[config.mk]
export PLATFORM = sky130hd
export DESIGN_NAME = scr_cmd_response
export DESIGN_NICKNAME = d
export VERILOG_FILES = /design/src/scr_pkg.sv /design/src/scr_cmd_response.sv /design/src/scr_flag_cell.sv
export VERILOG_INCLUDE_DIRS = /design/src
export SDC_FILE = /design/constraint.sdc
export NUM_CORES = 1
export LEC_CHECK = 0
export BUFFER_PORTS_ARGS = -buffer_cell sky130_fd_sc_hd__buf_2
export CORE_ASPECT_RATIO = 0.6
export CORE_UTILIZATION = 49
export DETAILED_ROUTE_END_ITERATION = 8
export PLACE_DENSITY = 0.8
export SYNTH_ARGS = -nofsm -noshare
export SYNTH_HDL_FRONTEND = slang
export SYNTH_SLANG_ARGS = --single-unit
[constraint.sdc]
create_clock -name clk_sys -period 2.32 [get_ports clk_sys]
set_input_delay 0.464 -clock clk_sys [delete_from_list [all_inputs] [get_ports clk_sys]]
set_output_delay 0.464 -clock clk_sys [all_outputs]
set_load 0.02 [all_outputs]
[src/scr_defines.svh]
/*
  Constants of the sensor command and response block: register offsets,
  command codes, response codes, field positions and reset values.
  Assumes it is included by bare name from the modules that use it.
*/
`ifndef SCR_DEFINES_SVH
`define SCR_DEFINES_SVH

// Register offsets on the byte-wide register port
`define SCR_ADDR_INT_CFG 8'h03
`define SCR_ADDR_IRQ_ENABLE 8'h04
`define SCR_ADDR_POLICY_FIRST 8'h05
`define SCR_ADDR_POLICY_SECOND 8'h06
`define SCR_ADDR_COMMAND 8'h18
`define SCR_ADDR_RESPONSE 8'h20
`define SCR_ADDR_IRQ_STATUS 8'h21

// Command codes
`define SCR_CMD_NO_OPERATION 8'h00
`define SCR_CMD_PROX_PAUSE 8'h09
`define SCR_CMD_AMBIENT_PAUSE 8'h0a
`define SCR_CMD_BOTH_PAUSE 8'h0b
`define SCR_CMD_PROX_LOOP_START 8'h0d
`define SCR_CMD_AMBIENT_LOOP_START 8'h0e
`define SCR_CMD_BOTH_LOOPS_START 8'h0f

// Response codes
`define SCR_RESP_INVALID_SETTING 8'h80
`define SCR_RESP_PROX_ONE_OVERFLOW 8'h88
`define SCR_RESP_PROX_TWO_OVERFLOW 8'h89
`define SCR_RESP_PROX_THREE_OVERFLOW 8'h8a
`define SCR_RESP_VISIBLE_OVERFLOW 8'h8c
`define SCR_RESP_INFRARED_OVERFLOW 8'h8d
`define SCR_RESP_AUX_OVERFLOW 8'h8e

// Channel index of sample and overflow strobes
`define SCR_CH_PROX_ONE 0
`define SCR_CH_PROX_TWO 1
`define SCR_CH_PROX_THREE 2
`define SCR_CH_VISIBLE 3
`define SCR_CH_INFRARED 4
`define SCR_CH_AUX 5

// Interrupt enable and status bit positions, ambient and policy field codes and pin enable bit
`define SCR_IRQ_AMBIENT_LO 0
`define SCR_IRQ_AMBIENT_HI 1
`define SCR_IRQ_PROX_ONE 2
`define SCR_IRQ_PROX_TWO 3
`define SCR_IRQ_PROX_THREE 4
`define SCR_IRQ_CMD 5
`define SCR_AMBIENT_EVERY_SAMPLE 2'b01
`define SCR_POLICY_EVERY 2'b00
`define SCR_INT_OE_BIT 0

// Reset values
`define SCR_RST_BYTE 8'h00
`define SCR_RST_IRQ_VEC 6'h00

`endif

[src/scr_pkg.sv]
/*
  Types shared by the sensor command and response block.
  Assumes nothing beyond a SystemVerilog compiler.
*/
package scr_pkg;

    typedef logic [7:0] scr_byte_type;
    typedef logic [5:0] scr_irq_vec_type;

    typedef enum logic [1:0] {
        SCR_IDLE = 2'b01,
        SCR_EXEC = 2'b10
    } scr_state_type;

endpackage

[src/scr_cmd_response.sv]
/*
  Command decode, response byte and interrupt logic of the light and
  proximity sensor sequencer. Assumes the register port, the sample and
  overflow strobes all come from logic on clk_sys, so none is synchronised.
*/
`timescale 1ns/1ps
`include "scr_defines.svh"

module scr_cmd_response
(
    input wire logic clk_sys,
    input wire logic rst_n,
    input wire scr_pkg::scr_byte_type reg_addr,
    input wire scr_pkg::scr_byte_type reg_wdata,
    input wire logic reg_wr,
    input wire logic reg_rd,
    output scr_pkg::scr_byte_type reg_rdata,
    input wire scr_pkg::scr_irq_vec_type sample_strobe,
    input wire scr_pkg::scr_irq_vec_type overflow_strobe,
    input wire logic invalid_setting_strobe,
    output logic seq_wake,
    output logic prox_loop_run,
    output logic ambient_loop_run,
    output logic prox_loop_restart,
    output logic ambient_loop_restart,
    output logic irq_req,
    output logic int_pin_out,
    output logic int_pin_oe_n
);

    import scr_pkg::*;

    scr_state_type state_reg;
    scr_state_type state_next;

    scr_byte_type int_cfg_reg;
    scr_irq_vec_type irq_enable_reg;
    scr_byte_type policy_first_reg;
    scr_byte_type policy_second_reg;
    scr_byte_type command_reg;
    scr_byte_type response_reg;
    scr_byte_type response_next;
    scr_byte_type rdata_reg;
    scr_byte_type rdata_next;
    scr_irq_vec_type irq_status;
    scr_irq_vec_type status_set;
    scr_irq_vec_type status_clear;

    logic seq_wake_reg;
    logic prox_run_reg;
    logic prox_run_next;
    logic ambient_run_reg;
    logic ambient_run_next;
    logic prox_restart_reg;
    logic ambient_restart_reg;
    logic irq_req_reg;
    logic int_pin_out_reg;
    logic int_pin_oe_n_reg;

    // Register port decode
    logic wr_int_cfg;
    logic wr_irq_enable;
    logic wr_policy_first;
    logic wr_policy_second;
    logic wr_command;
    logic wr_irq_status;

    assign wr_int_cfg = reg_wr && (reg_addr == `SCR_ADDR_INT_CFG);
    assign wr_irq_enable = reg_wr && (reg_addr == `SCR_ADDR_IRQ_ENABLE);
    assign wr_policy_first = reg_wr && (reg_addr == `SCR_ADDR_POLICY_FIRST);
    assign wr_policy_second = reg_wr && (reg_addr == `SCR_ADDR_POLICY_SECOND);
    assign wr_command = reg_wr && (reg_addr == `SCR_ADDR_COMMAND);
    assign wr_irq_status = reg_wr && (reg_addr == `SCR_ADDR_IRQ_STATUS);

    // Command classification, always on the code latched by the last write
    logic exec;
    logic cmd_nop;
    logic cmd_prox_start;
    logic cmd_ambient_start;
    logic cmd_both_start;
    logic cmd_prox_pause;
    logic cmd_ambient_pause;
    logic cmd_both_pause;
    logic cmd_reserved;
    logic cmd_done;
    logic cmd_done_clean;

    assign exec = (state_reg == SCR_EXEC);
    assign cmd_nop = (command_reg == `SCR_CMD_NO_OPERATION);
    assign cmd_prox_start = (command_reg == `SCR_CMD_PROX_LOOP_START);
    assign cmd_ambient_start = (command_reg == `SCR_CMD_AMBIENT_LOOP_START);
    assign cmd_both_start = (command_reg == `SCR_CMD_BOTH_LOOPS_START);
    assign cmd_prox_pause = (command_reg == `SCR_CMD_PROX_PAUSE);
    assign cmd_ambient_pause = (command_reg == `SCR_CMD_AMBIENT_PAUSE);
    assign cmd_both_pause = (command_reg == `SCR_CMD_BOTH_PAUSE);
    assign cmd_reserved = (command_reg[7:5] == 3'h0) && command_reg[4];
    assign cmd_done = exec && !cmd_reserved;
    assign cmd_done_clean = cmd_done && !cmd_nop && (response_reg[7:4] == 4'h0);

    // Error codes; the lowest channel wins when several overflow together
    logic err_event;
    scr_byte_type err_code;

    assign err_event = invalid_setting_strobe || (|overflow_strobe);
    assign err_code =
        invalid_setting_strobe ? `SCR_RESP_INVALID_SETTING :
        overflow_strobe[`SCR_CH_PROX_ONE] ? `SCR_RESP_PROX_ONE_OVERFLOW :
        overflow_strobe[`SCR_CH_PROX_TWO] ? `SCR_RESP_PROX_TWO_OVERFLOW :
        overflow_strobe[`SCR_CH_PROX_THREE] ? `SCR_RESP_PROX_THREE_OVERFLOW :
        overflow_strobe[`SCR_CH_VISIBLE] ? `SCR_RESP_VISIBLE_OVERFLOW :
        overflow_strobe[`SCR_CH_INFRARED] ? `SCR_RESP_INFRARED_OVERFLOW :
        `SCR_RESP_AUX_OVERFLOW;

    // Response byte: an error arriving with a clearing command still sticks
    assign response_next =
        err_event ? err_code :
        (exec && cmd_nop) ? `SCR_RST_BYTE :
        cmd_done_clean ? {4'h0, response_reg[3:0] + 4'h1} :
        response_reg;

    // Measurement loops
    logic start_prox;
    logic start_ambient;
    logic stop_prox;
    logic stop_ambient;

    assign start_prox = exec && (cmd_prox_start || cmd_both_start);
    assign start_ambient = exec && (cmd_ambient_start || cmd_both_start);
    assign stop_prox = exec && (cmd_prox_pause || cmd_both_pause);
    assign stop_ambient = exec && (cmd_ambient_pause || cmd_both_pause);
    assign prox_run_next = start_prox ? 1'b1 : (stop_prox ? 1'b0 : prox_run_reg);
    assign ambient_run_next = start_ambient ? 1'b1 : (stop_ambient ? 1'b0 : ambient_run_reg);

    // Status setting from enable and policy registers
    logic [1:0] ambient_field;
    logic ambient_sample;

    assign ambient_field = irq_enable_reg[`SCR_IRQ_AMBIENT_HI:`SCR_IRQ_AMBIENT_LO];
    assign ambient_sample = sample_strobe[`SCR_CH_VISIBLE] || sample_strobe[`SCR_CH_AUX];

    assign status_set[`SCR_IRQ_AMBIENT_LO] =
        (ambient_field == `SCR_AMBIENT_EVERY_SAMPLE) && ambient_sample;
    // Other ambient modes are threshold based and not built here
    assign status_set[`SCR_IRQ_AMBIENT_HI] = 1'b0;
    assign status_set[`SCR_IRQ_PROX_ONE] = irq_enable_reg[`SCR_IRQ_PROX_ONE]
        && (policy_first_reg[1:0] == `SCR_POLICY_EVERY)
        && sample_strobe[`SCR_CH_PROX_ONE];
    assign status_set[`SCR_IRQ_PROX_TWO] = irq_enable_reg[`SCR_IRQ_PROX_TWO]
        && (policy_first_reg[3:2] == `SCR_POLICY_EVERY)
        && sample_strobe[`SCR_CH_PROX_TWO];
    assign status_set[`SCR_IRQ_PROX_THREE] = irq_enable_reg[`SCR_IRQ_PROX_THREE]
        && (policy_first_reg[5:4] == `SCR_POLICY_EVERY)
        && sample_strobe[`SCR_CH_PROX_THREE];
    // Command interrupt on every completion, or only on errors
    assign status_set[`SCR_IRQ_CMD] = irq_enable_reg[`SCR_IRQ_CMD]
        && ((policy_second_reg[1:0] == `SCR_POLICY_EVERY) ? cmd_done : err_event);

    assign status_clear = wr_irq_status ? reg_wdata[5:0] : `SCR_RST_IRQ_VEC;

    genvar gi;
    generate
        for (gi = 0; gi < 6; gi = gi + 1)
        begin : g_flag
            scr_flag_cell u_flag
            (
                .clk_sys(clk_sys),
                .rst_n(rst_n),
                .set_pulse(status_set[gi]),
                .clear_pulse(status_clear[gi]),
                .flag(irq_status[gi])
            );
        end
    endgenerate

    // Interrupt pin, active low and driven only while enabled
    logic irq_level;
    logic int_oe;

    assign irq_level = |(irq_enable_reg & irq_status);
    assign int_oe = int_cfg_reg[`SCR_INT_OE_BIT];

    // Read mux; unmapped offsets read as zero
    assign rdata_next =
        !reg_rd ? `SCR_RST_BYTE :
        (reg_addr == `SCR_ADDR_INT_CFG) ? int_cfg_reg :
        (reg_addr == `SCR_ADDR_IRQ_ENABLE) ? {2'h0, irq_enable_reg} :
        (reg_addr == `SCR_ADDR_POLICY_FIRST) ? policy_first_reg :
        (reg_addr == `SCR_ADDR_POLICY_SECOND) ? policy_second_reg :
        (reg_addr == `SCR_ADDR_COMMAND) ? command_reg :
        (reg_addr == `SCR_ADDR_RESPONSE) ? response_reg :
        (reg_addr == `SCR_ADDR_IRQ_STATUS) ? {2'h0, irq_status} :
        `SCR_RST_BYTE;

    // A command runs in the cycle after its write; a write landing during
    // execution simply queues the next one, so none is dropped
    always_comb
    begin
        state_next = state_reg;
        case (state_reg)
            SCR_IDLE:
                state_next = wr_command ? SCR_EXEC : SCR_IDLE;
            SCR_EXEC:
                state_next = wr_command ? SCR_EXEC : SCR_IDLE;
            default:
                state_next = SCR_IDLE;
        endcase
    end

    always_ff @(posedge clk_sys)
    begin
        if (!rst_n)
            state_reg <= SCR_IDLE;
        else
            state_reg <= state_next;
    end

    always_ff @(posedge clk_sys)
    begin
        if (!rst_n)
        begin
            int_cfg_reg <= `SCR_RST_BYTE;
            irq_enable_reg <= `SCR_RST_IRQ_VEC;
            policy_first_reg <= `SCR_RST_BYTE;
            policy_second_reg <= `SCR_RST_BYTE;
            command_reg <= `SCR_RST_BYTE;
        end
        else
        begin
            if (wr_int_cfg)
                int_cfg_reg <= {7'h00, reg_wdata[`SCR_INT_OE_BIT]};
            if (wr_irq_enable)
                irq_enable_reg <= reg_wdata[5:0];
            if (wr_policy_first)
                policy_first_reg <= reg_wdata;
            if (wr_policy_second)
                policy_second_reg <= reg_wdata;
            if (wr_command)
                command_reg <= reg_wdata;
        end
    end

    always_ff @(posedge clk_sys)
    begin
        if (!rst_n)
        begin
            response_reg <= `SCR_RST_BYTE;
            prox_run_reg <= 1'b0;
            ambient_run_reg <= 1'b0;
            prox_restart_reg <= 1'b0;
            ambient_restart_reg <= 1'b0;
            seq_wake_reg <= 1'b0;
        end
        else
        begin
            response_reg <= response_next;
            prox_run_reg <= prox_run_next;
            ambient_run_reg <= ambient_run_next;
            prox_restart_reg <= start_prox;
            ambient_restart_reg <= start_ambient;
            seq_wake_reg <= wr_command;
        end
    end

    always_ff @(posedge clk_sys)
    begin
        if (!rst_n)
        begin
            rdata_reg <= `SCR_RST_BYTE;
            irq_req_reg <= 1'b0;
            int_pin_out_reg <= 1'b1;
            int_pin_oe_n_reg <= 1'b1;
        end
        else
        begin
            rdata_reg <= rdata_next;
            irq_req_reg <= irq_level;
            int_pin_out_reg <= !irq_level;
            int_pin_oe_n_reg <= !(int_oe && irq_level);
        end
    end

    assign reg_rdata = rdata_reg;
    assign seq_wake = seq_wake_reg;
    assign prox_loop_run = prox_run_reg;
    assign ambient_loop_run = ambient_run_reg;
    assign prox_loop_restart = prox_restart_reg;
    assign ambient_loop_restart = ambient_restart_reg;
    assign irq_req = irq_req_reg;
    assign int_pin_out = int_pin_out_reg;
    assign int_pin_oe_n = int_pin_oe_n_reg;

endmodule // scr_cmd_response

[src/scr_flag_cell.sv]
/*
  One sticky interrupt status bit: set by a hardware event, cleared by
  software writing a one. Assumes set and clear come from logic on clk_sys.
*/
`timescale 1ns/1ps

module scr_flag_cell
(
    input wire logic clk_sys,
    input wire logic rst_n,
    input wire logic set_pulse,
    input wire logic clear_pulse,
    output logic flag
);

    logic flag_reg;
    logic flag_next;

    // An event in the clearing cycle must not be lost, so set wins
    assign flag_next = set_pulse ? 1'b1 : (clear_pulse ? 1'b0 : flag_reg);

    always_ff @(posedge clk_sys)
    begin
        if (!rst_n)
            flag_reg <= 1'b0;
        else
            flag_reg <= flag_next;
    end

    assign flag = flag_reg;

endmodule // scr_flag_cell

Word-level counts from Yosys, hierarchy flattened
Cells that the tools add are included.
{"block": "totals", "word_cells": 131, "latch_bits": 0, "rom_bits": 0, "output_inout_bits": 16, "ramBits": 0, "ff_bits": 62, "mem_count": 0, "inputBits": 33}
{"block": "classes", "n_reduce_logical": 56, "addsub": 1, "n_div": 0, "multipliers": 0, "bitwise_logic": 2, "muxes": 33, "n_lt_le_gt_ge": 0, "eq_ne": 16, "shifts": 0}
{"operator": "$mux W8", "n": 7}
{"operator": "$eq A8 B4 Y1 const B", "n": 6}
{"operator": "$eq A8 B3 Y1 const B", "n": 3}
{"operator": "$logic_and A1 B1 Y1", "n": 24}
{"operator": "$mux W6", "n": 3}
{"operator": "$eq A8 B6 Y1 const B", "n": 2}
{"operator": "$mux W1", "n": 16}
{"operator": "$reduce_bool A2 Y1", "n": 7}
{"operator": "$reduce_or A6 Y1", "n": 2}
{"operator": "$mux W3", "n": 3}
{"operator": "$eq A8 B2 Y1 const B", "n": 1}
{"operator": "$eq A8 B5 Y1 const B", "n": 1}
{"operator": "$logic_not A2 Y1", "n": 4}
{"operator": "$logic_not A8 Y1", "n": 1}
{"operator": "$and A6 B6 Y6", "n": 1}
{"operator": "$logic_or A1 B1 Y1", "n": 6}
{"operator": "$mux W2", "n": 3}
{"operator": "$add A4 B1 Y4 const B", "n": 1}
{"operator": "$eq A2 B1 Y1 const B", "n": 2}
{"operator": "$logic_not A1 Y1", "n": 4}
{"operator": "$logic_not A4 Y1", "n": 1}
{"operator": "$mux W4", "n": 1}
{"operator": "$reduce_and A2 Y1", "n": 2}
{"operator": "$reduce_or A2 Y1", "n": 2}
{"operator": "5 further kinds", "n": 5}

Longest topological paths before layout
Gate-level depths: netlist (run 1).
{"block": "depth", "depth_word": 9, "ltp_mapped": 6, "ltp_nobuf": 6}

By module
A second synthesis (run 1) with hierarchy kept.
{"block": "unflattened", "cells_unflattened": 327, "area_unflattened_um2": 2840.2}
{"mod": "scr_cmd_response", "instances": 1, "seq_area_each_um2": 1081.0, "area_each_um2": 2592.5, "cells_each": 309}
{"mod": "scr_flag_cell", "instances": 6, "seq_area_each_um2": 20.0, "area_each_um2": 41.3, "cells_each": 3}

Worst setup path before layout (run 1)
Ideal clock, no wire load.
{"block": "synth_timing", "kind": "input -> register", "start": "input port reg_addr[0]", "end": "register rdata_reg[2] (netlist: reg_rdata[2])", "required_ps": 2203, "setup_slack_ps": 537, "t_arrival_ps": 1666, "n_path_buf": 1, "path_stages": 5, "cell_sequence": "buf_2 mux2_2 a32o_1 a221o_1 a32o_1"}
{"block": "synth_between", "elab_chain_len": 7, "elab_cells_between_ends": 14}
{"element": "from (decl)", "line_no": "scr_cmd_response.sv:13", "rtl": "input wire scr_pkg::scr_byte_type reg_addr,"}
{"element": "$eq A8 B6 Y1 (no line)"}
{"element": "$mux W6 (no line)"}
{"element": "$mux W8 (no line) (4 in series)"}
{"element": "$mux W6 (no line)"}
{"element": "to (signal assigned)", "line_no": "scr_cmd_response.sv:268", "rtl": "rdata_reg <= `SCR_RST_BYTE;"}
{"element": "to (signal assigned)", "line_no": "scr_cmd_response.sv:275", "rtl": "rdata_reg <= rdata_next;"}
{"element": "to (decl)", "line_no": "scr_cmd_response.sv:43", "rtl": "scr_byte_type rdata_reg;"}
Parallel ways exist; a longest one is shown, timed or not.
A chain may end at the register's enable or synchronous reset.

Worst setup path after layout (run 1)
{"block": "layout_timing", "start": "register command_reg[1]", "end": "register response_reg[3]"}
{"block": "layout_between", "elab_chain_len": 5, "elab_cells_between_ends": 8}
{"element": "from (decl)", "line_no": "scr_cmd_response.sv:40", "rtl": "scr_byte_type command_reg;"}
{"element": "from (signal assigned)", "line_no": "scr_cmd_response.sv:225", "rtl": "command_reg <= `SCR_RST_BYTE;"}
{"element": "from (signal assigned)", "line_no": "scr_cmd_response.sv:238", "rtl": "command_reg <= reg_wdata;"}
{"element": "$logic_not A8 Y1 (no line) (*)"}
{"element": "$logic_not A1 Y1", "line_no": "scr_cmd_response.sv:98", "rtl": "assign cmd_done_clean = cmd_done && !cmd_nop && (response_reg[7:4] == 4'h0);"}
{"element": "$logic_and A1 B1 Y1 (2 in series)", "line_no": "scr_cmd_response.sv:98"}
{"element": "$reduce_bool A3 Y1 (no line)"}
{"element": "to (signal assigned)", "line_no": "scr_cmd_response.sv:246", "rtl": "response_reg <= `SCR_RST_BYTE;"}
{"element": "to (signal assigned)", "line_no": "scr_cmd_response.sv:255", "rtl": "response_reg <= response_next;"}
{"element": "to (decl)", "line_no": "scr_cmd_response.sv:41", "rtl": "scr_byte_type response_reg;"}
Every way passes the cells marked *; elsewhere a longest branch is shown, timed or not.

==> results.toml, run 1 <==
[hold_path]
hold_depth = 3
hold_path_class = "input pin to flip-flop"

[job]
max_cap_viol_count = 0

[clock_tree]
htreeDepth = 3
insertion_delay_ns = 0.34
cts_hold_buffers = 0
numCtsBuffers = 9
cts_setup_buffers = 0
clockRootBuffer = "clkbuf_8"
clockBufferDepth = 2
cts.sink_count = 59
cts_resized = 0
cts_tree = "done"
path_clk_slew_ns = 0.07

[worst_setup_path]
cp_max_fo = 5
slowest_delay_ns = 0.58
crit_family = "compound AO/OA/AOI/OAI gates"
path_class = "flip-flop to flip-flop"
cp.depth = 4
worst_path_max_delay_cell = "or4_1"
critPathLaunchType = "flip-flop"
required_ns = 2.55
rr_worst_depth = 4
critPathBufInv = 0
end_kind = "flip-flop"
cp.arrival_ns = 1.98
cp_cell_sequence = "or4_1 > a22oi_2 > a32oi_1 > o221a_1"

[routing]
vias = 2682
wl_per_cell_um = 17.2
drc = 0
wl_mm = 7.66
initialDrtViolationCount = 263
postRouteAntennaNets = 0
drtPass1Iterations = 5
viasPerCell = 6.03

[sta]
timing.hold.ws_ns = 0.394
setup_viol = 0
setup_ws_ns = 0.567
hold_viol = 0
fin_skew_ns = 0.00500
tightest_slew_ns = 0.565
finalCriticalPeriod_ns = 1.75
max_freq_ghz = 0.570
drv_slew = 0
timing.final.crit_share = 0.756
tns_ns = 0
slew_headroom = 0.622
rsz0062_at_grt = "no"

[global_routing]
antenna_found_initial = 0
grt_max_degree = 19
grt_pass1_vias = 2336
grt.total_usage = 0.266
grt_pass1_wl_mm = 12.0
grt_overflow = 0

[pwr]
total_power_mw = 2.14
swShare = 0.230
irDropWorstVdd_mv = 0.326
p_sw_mw = 0.492
clkPwrFrac = 0.458
internal_power_mw = 1.65
combPwrFrac = 0.064
seqPwrFrac = 0.478
pwr_density_cell_mw_per_mm2 = 626
leakage_nw = 1.54

[synth]
synth-simple-area-share = 0.244
synthArstFlopShare = 0
synth_top_area_frac = 0.416
synth-compound-area-share = 0.188
synth-edff-count = 0
synth-seq-cells = 59
synth_area_mm2 = 0.00284
synthCells = 302
synth_xor_area_frac = 0
synthTopCellsByArea = "dfxtp_1, mux2i_1, nor2_1"
synth.mux.area_fraction = 0.111
synth_nets = 337
yosys_warnings = 0
synthFlopType = "dfxtp_1"
synthAdderAreaFrac = 0.00882
synth_cell_types = 59
synth_top_family_by_area = "simple AND/OR/NAND/NOR gates"
synth-seq-area-share = 0.416
synth_top_area_cell = "dfxtp_1"
syn_area_per_cell_um2 = 9.40

[final_layout]
syn2layout_area_growth_pct = 20.4
antenna_cells = 0
nets = 395
fillers = 496
drive_gt1_frac = 0.258

[die]
fp-row-count = 21
dieArea_mm2 = 0.00611
die-width_um = 100
io_pins = 49
die_y_um = 60.9
core_area_mm2 = 0.00557
start_util = 0.509

[status]
status = "complete, no violations"

[place]
place_ws_ns = 0.281
io_buffers = 47
place_hpwl_mm = 5.64
gp_congestion = 0.903
[Yosys cell counts (2+ instances only)]
| library cell | number |
|---|---|
| dfxtp_1 | 59 |
| nor2_1 | 37 |
| mux2i_1 | 28 |
| nand2_1 | 17 |
| nand3_1 | 15 |
| a21oi_1 | 14 |
| nand4_1 | 8 |
| a32o_1 | 6 |
| clkbuf_1 | 6 |
| inv_1 | 6 |
| nand2b_1 | 6 |
| nor3_1 | 6 |
| a21boi_0 | 5 |
| buf_2 | 5 |
| o21a_1 | 5 |
| a32oi_1 | 4 |
| nor2b_1 | 4 |
| nor3b_1 | 4 |
| nor4b_2 | 4 |
| o211ai_1 | 4 |
| a22oi_1 | 3 |
| mux2_2 | 3 |
| nor4_1 | 3 |
| or3_1 | 3 |
| a211o_1 | 2 |
| a211oi_2 | 2 |
| a221o_1 | 2 |
| and3_1 | 2 |
| and3b_1 | 2 |
| and4_1 | 2 |
| ha_1 | 2 |
| nor3_2 | 2 |
| o21ai_0 | 2 |
| o221a_1 | 2 |
| o311a_1 | 2 |
| or4_1 | 2 |
[kinds of logic after synthesis]
group	count (synthesis)
mux	31
simple gates	124
fa+ha+maj	2
buf+inv	20
compound gates	66
flops	59
[worst reg2reg max path: stages, from the launching register on]
cell and delay (ns):
dfxtp_1 0.38, or4_1 0.58, a22oi_2 0.27, a32oi_1 0.15, o221a_1 0.26
[layout make-up]
cell class	instances	area, µm²	area share
Timing Repair Buffer	60	333	0.0974
Sequential cell	59	1180	0.346
Clock inverter	4	47.5	0.0139
Tap cell	80	100	0.0293
Inverter	7	26.3	0.00769
Multi-Input combinational cell	223	1560	0.458
Clock buffer	12	165	0.0483
[layer usage]
metal | share of wire | track usage | up-vias | wire length [µm]
li1 | - | - | 1258 | -
met1 | 0.47 | 0.375 | 1270 | 3600
met2 | 0.42 | 0.391 | 143 | 3180
met3 | 0.10 | 0.0783 | 11 | 796
met4 | 0.011 | 0.0911 | 0 | 87
met5 | 0 | 0 | - | 0
[power groups by stage]
stage / logic [mW] / registers [mW] / clock network (mW)
after floorplan: 0.0652 / 1.04 / 0
after global placement: 0.131 / 1.04 / 0
after detailed placement: 0.133 / 1.04 / 0
after CTS: 0.134 / 1.02 / 0.991
after global routing: 0.147 / 1.02 / 1.04
final: 0.137 / 1.02 / 0.979
[placed cells by master, fill, tap and decap left out, types with 4 or more instances in the layout]
cell	synthesis	layout
a21boi_0	5	5
a21oi_1	14	14
a32o_1	6	6
a32oi_1	4	4
buf_2	5	47
buf_4	1	13
clkbuf_8	0	12
dfxtp_1	59	59
inv_1	6	6
mux2i_1	28	28
nand2_1	17	17
nand2b_1	6	6
nand3_1	15	15
nand4_1	8	8
nor2_1	37	37
nor2b_1	4	4
nor3_1	6	6
nor3b_1	4	4
nor4b_2	4	4
o211ai_1	4	4
o21a_1	5	5
[through the flow]
step	instances	util	instance area (µm²)
5_1_grt	445	0.613	3420
3_5_place_dp	429	0.575	3200
3_3_place_gp	429	0.575	3200
2_1_floorplan	302	-	2840
4_1_cts	445	0.613	3420
6_report	445	0.613	3420
[final timing paths]
kind	startpoint	endpoint	slack [ns]
worst max register to register	command_reg[1]	response_reg[3]	0.57
worst min-delay path	reg_wdata[7]	command_reg[7]	0.39
worst min register to register	int_cfg_reg[0]	int_pin_oe_n	0.42
worst max-delay path	command_reg[1]	response_reg[3]	0.57
(Power assumes the default switching activity.)
==> inputs of run 2 (changes only) <==
clock period = 1.7 ns   (was 2.32 ns; I/O delays follow)
==> results.toml, run 2 (synthesized netlist as in run 1, its figures left out) <==
[status]
status = "complete, no violations"

[worst_setup_path]
critPathLaunchType = "flip-flop"
cp_max_fo = 4
required_ns = 1.93
rr_worst_depth = 4
path_class = "flip-flop to flip-flop"
rrSetupSlack_ns = 0.002
end_kind = "flip-flop"
cp.arrival_ns = 1.93
worstReg2RegEnd = "response_reg[3]"
r2r_start = "command_reg[0]"

[sta]
fin_skew_ns = 0.00628
drv_slew = 0
setup_viol = 0
hold_viol = 0
finalCriticalPeriod_ns = 1.70
max_freq_ghz = 0.589
tightest_slew_ns = 0.418
timing.hold.ws_ns = 0.271
timing.final.crit_share = 0.999
slew_headroom = 0.720

[clock_tree]
path_clk_slew_ns = 0.07
cts_tree = "done"
numCtsBuffers = 9
clockRootBuffer = "clkbuf_8"
cts.sink_count = 59
htreeDepth = 3
clockBufferDepth = 2
insertion_delay_ns = 0.35

[hold_path]
hold_path_class = "input pin to flip-flop"
min_to = "policy_second_reg[6]"
hold_start = "reg_wdata[6]"
hold_depth = 3

[place]
placed_cells = 465
post_dp_cell_area_mm2 = 0.00349
gp_congestion = 0.989
io_buffers = 47
place_hpwl_mm = 6.14

[routing]
postRouteAntennaNets = 0
viasPerCell = 5.87
wl_mm = 8.36
drc = 0
drtPass1Iterations = 5
wl_per_cell_um = 17.3
vias = 2842
initialDrtViolationCount = 239

[die]
start_util = 0.509
core_area_mm2 = 0.00557
die_y_um = 60.9
dieArea_mm2 = 0.00611
fp-row-count = 21
io_pins = 49
die-width_um = 100

[pwr]
leakage_nw = 1.75
pwr_density_cell_mw_per_mm2 = 824
irDropWorstVdd_mv = 0.444

[final_layout]
fin_cells = 484
drive_gt1_frac = 0.344
layout_common_cells = "dfxtp_1, buf_4, buf_2"
nets = 434
final_area_mm2 = 0.00378
final_common_cell = "dfxtp_1"
syn2layout_area_growth_pct = 33.2
antenna_cells = 0

[job]
max_cap_viol_count = 0

[global_routing]
grt_pass1_wl_mm = 13.0
grt_max_degree = 22
grt.total_usage = 0.286
grt_pass1_vias = 2562
grt_overflow = 0
antenna_found_initial = 0
==> run 2: cell count changes in the layout (fill, tap and decap cells not counted), moves of 2 or more <==
| cell | previous run | this run |
|---|---|---|
| buf_4 | 13 | 51 |
| clkinv_2 | 2 | 0 |
| clkinv_4 | 0 | 2 |
| nor2b_2 | 0 | 2 |
| nor2b_1 | 4 | 2 |
==> run 2: metal layers <==
| layer | track usage | part of all wire | up-vias |
|---|---|---|---|
| met5 | 0 | 0 | - |
| met4 | 0.0973 | 0.020 | 0 |
| met3 | 0.0806 | 0.094 | 20 |
| met2 | 0.415 | 0.41 | 148 |
| met1 | 0.410 | 0.48 | 1342 |
| li1 | - | - | 1332 |
==> run 2: metrics by stage <==
stage / utilization / TNS, ns / worst slack (ns) / total power [mW]
after detailed placement: 0.626 / -0.799 / -0.0990 / 1.65
after global placement: 0.626 / -0.458 / -0.0661 / 1.65
after global routing: 0.679 / -0.0489 / -0.0465 / 3.21
after CTS: 0.669 / 0 / 0.0113 / 3.13
final: 0.679 / 0 / 0.00170 / 3.12
after floorplan: - / 0 / 0.0405 / 1.51
==> run 2: critical path, cell delays in order (launching register included) <==
cell,delay (ns)
dfxtp_1,0.31
or4_4,0.55
a22oi_2,0.28
a32oi_1,0.17
o221a_1,0.27
==> run 2: final cells by class <==
cell class / count / area, µm²
timing repair buffer: 99 / 638
sequential: 59 / 1180
inverter: 7 / 26.3
multi-input combinational: 223 / 1600
tap: 80 / 100
clock inverter: 5 / 85.1
fill: 437 / 1790
clock buffer: 11 / 151
==> run 2: power breakdown <==
group	internal [mW]	switching (mW)	leakage, nW
clock	0.909	0.577	0.116
combinational	0.101	0.134	1.16
sequential	1.39	0.00704	0.476
==> run 2: how the worst max path moves through the flow <==
| stage | start | endpoint | slack (ns) |
|---|---|---|---|
| floorplan | reg_addr[0] | reg_rdata[2] | 0.04 |
| global placement | reg_addr[0] | policy_second_reg[7] | -0.07 |
| detailed placement | reg_addr[0] | policy_second_reg[7] | -0.1 |
| CTS | command_reg[0] | response_reg[3] | 0.01 |
| global route | command_reg[0] | response_reg[3] | -0.05 |
| finish | command_reg[0] | response_reg[3] | 0.002 |
==> run 2: timing repair <==
action / CTS / global route
buffers inserted: 0 / 3
resized for setup: 1 / 7
cloned: 0 / 0
pin swaps: 0 / 2
setup endpoints to repair: 1 / 2
hold buffers: 0 / 0
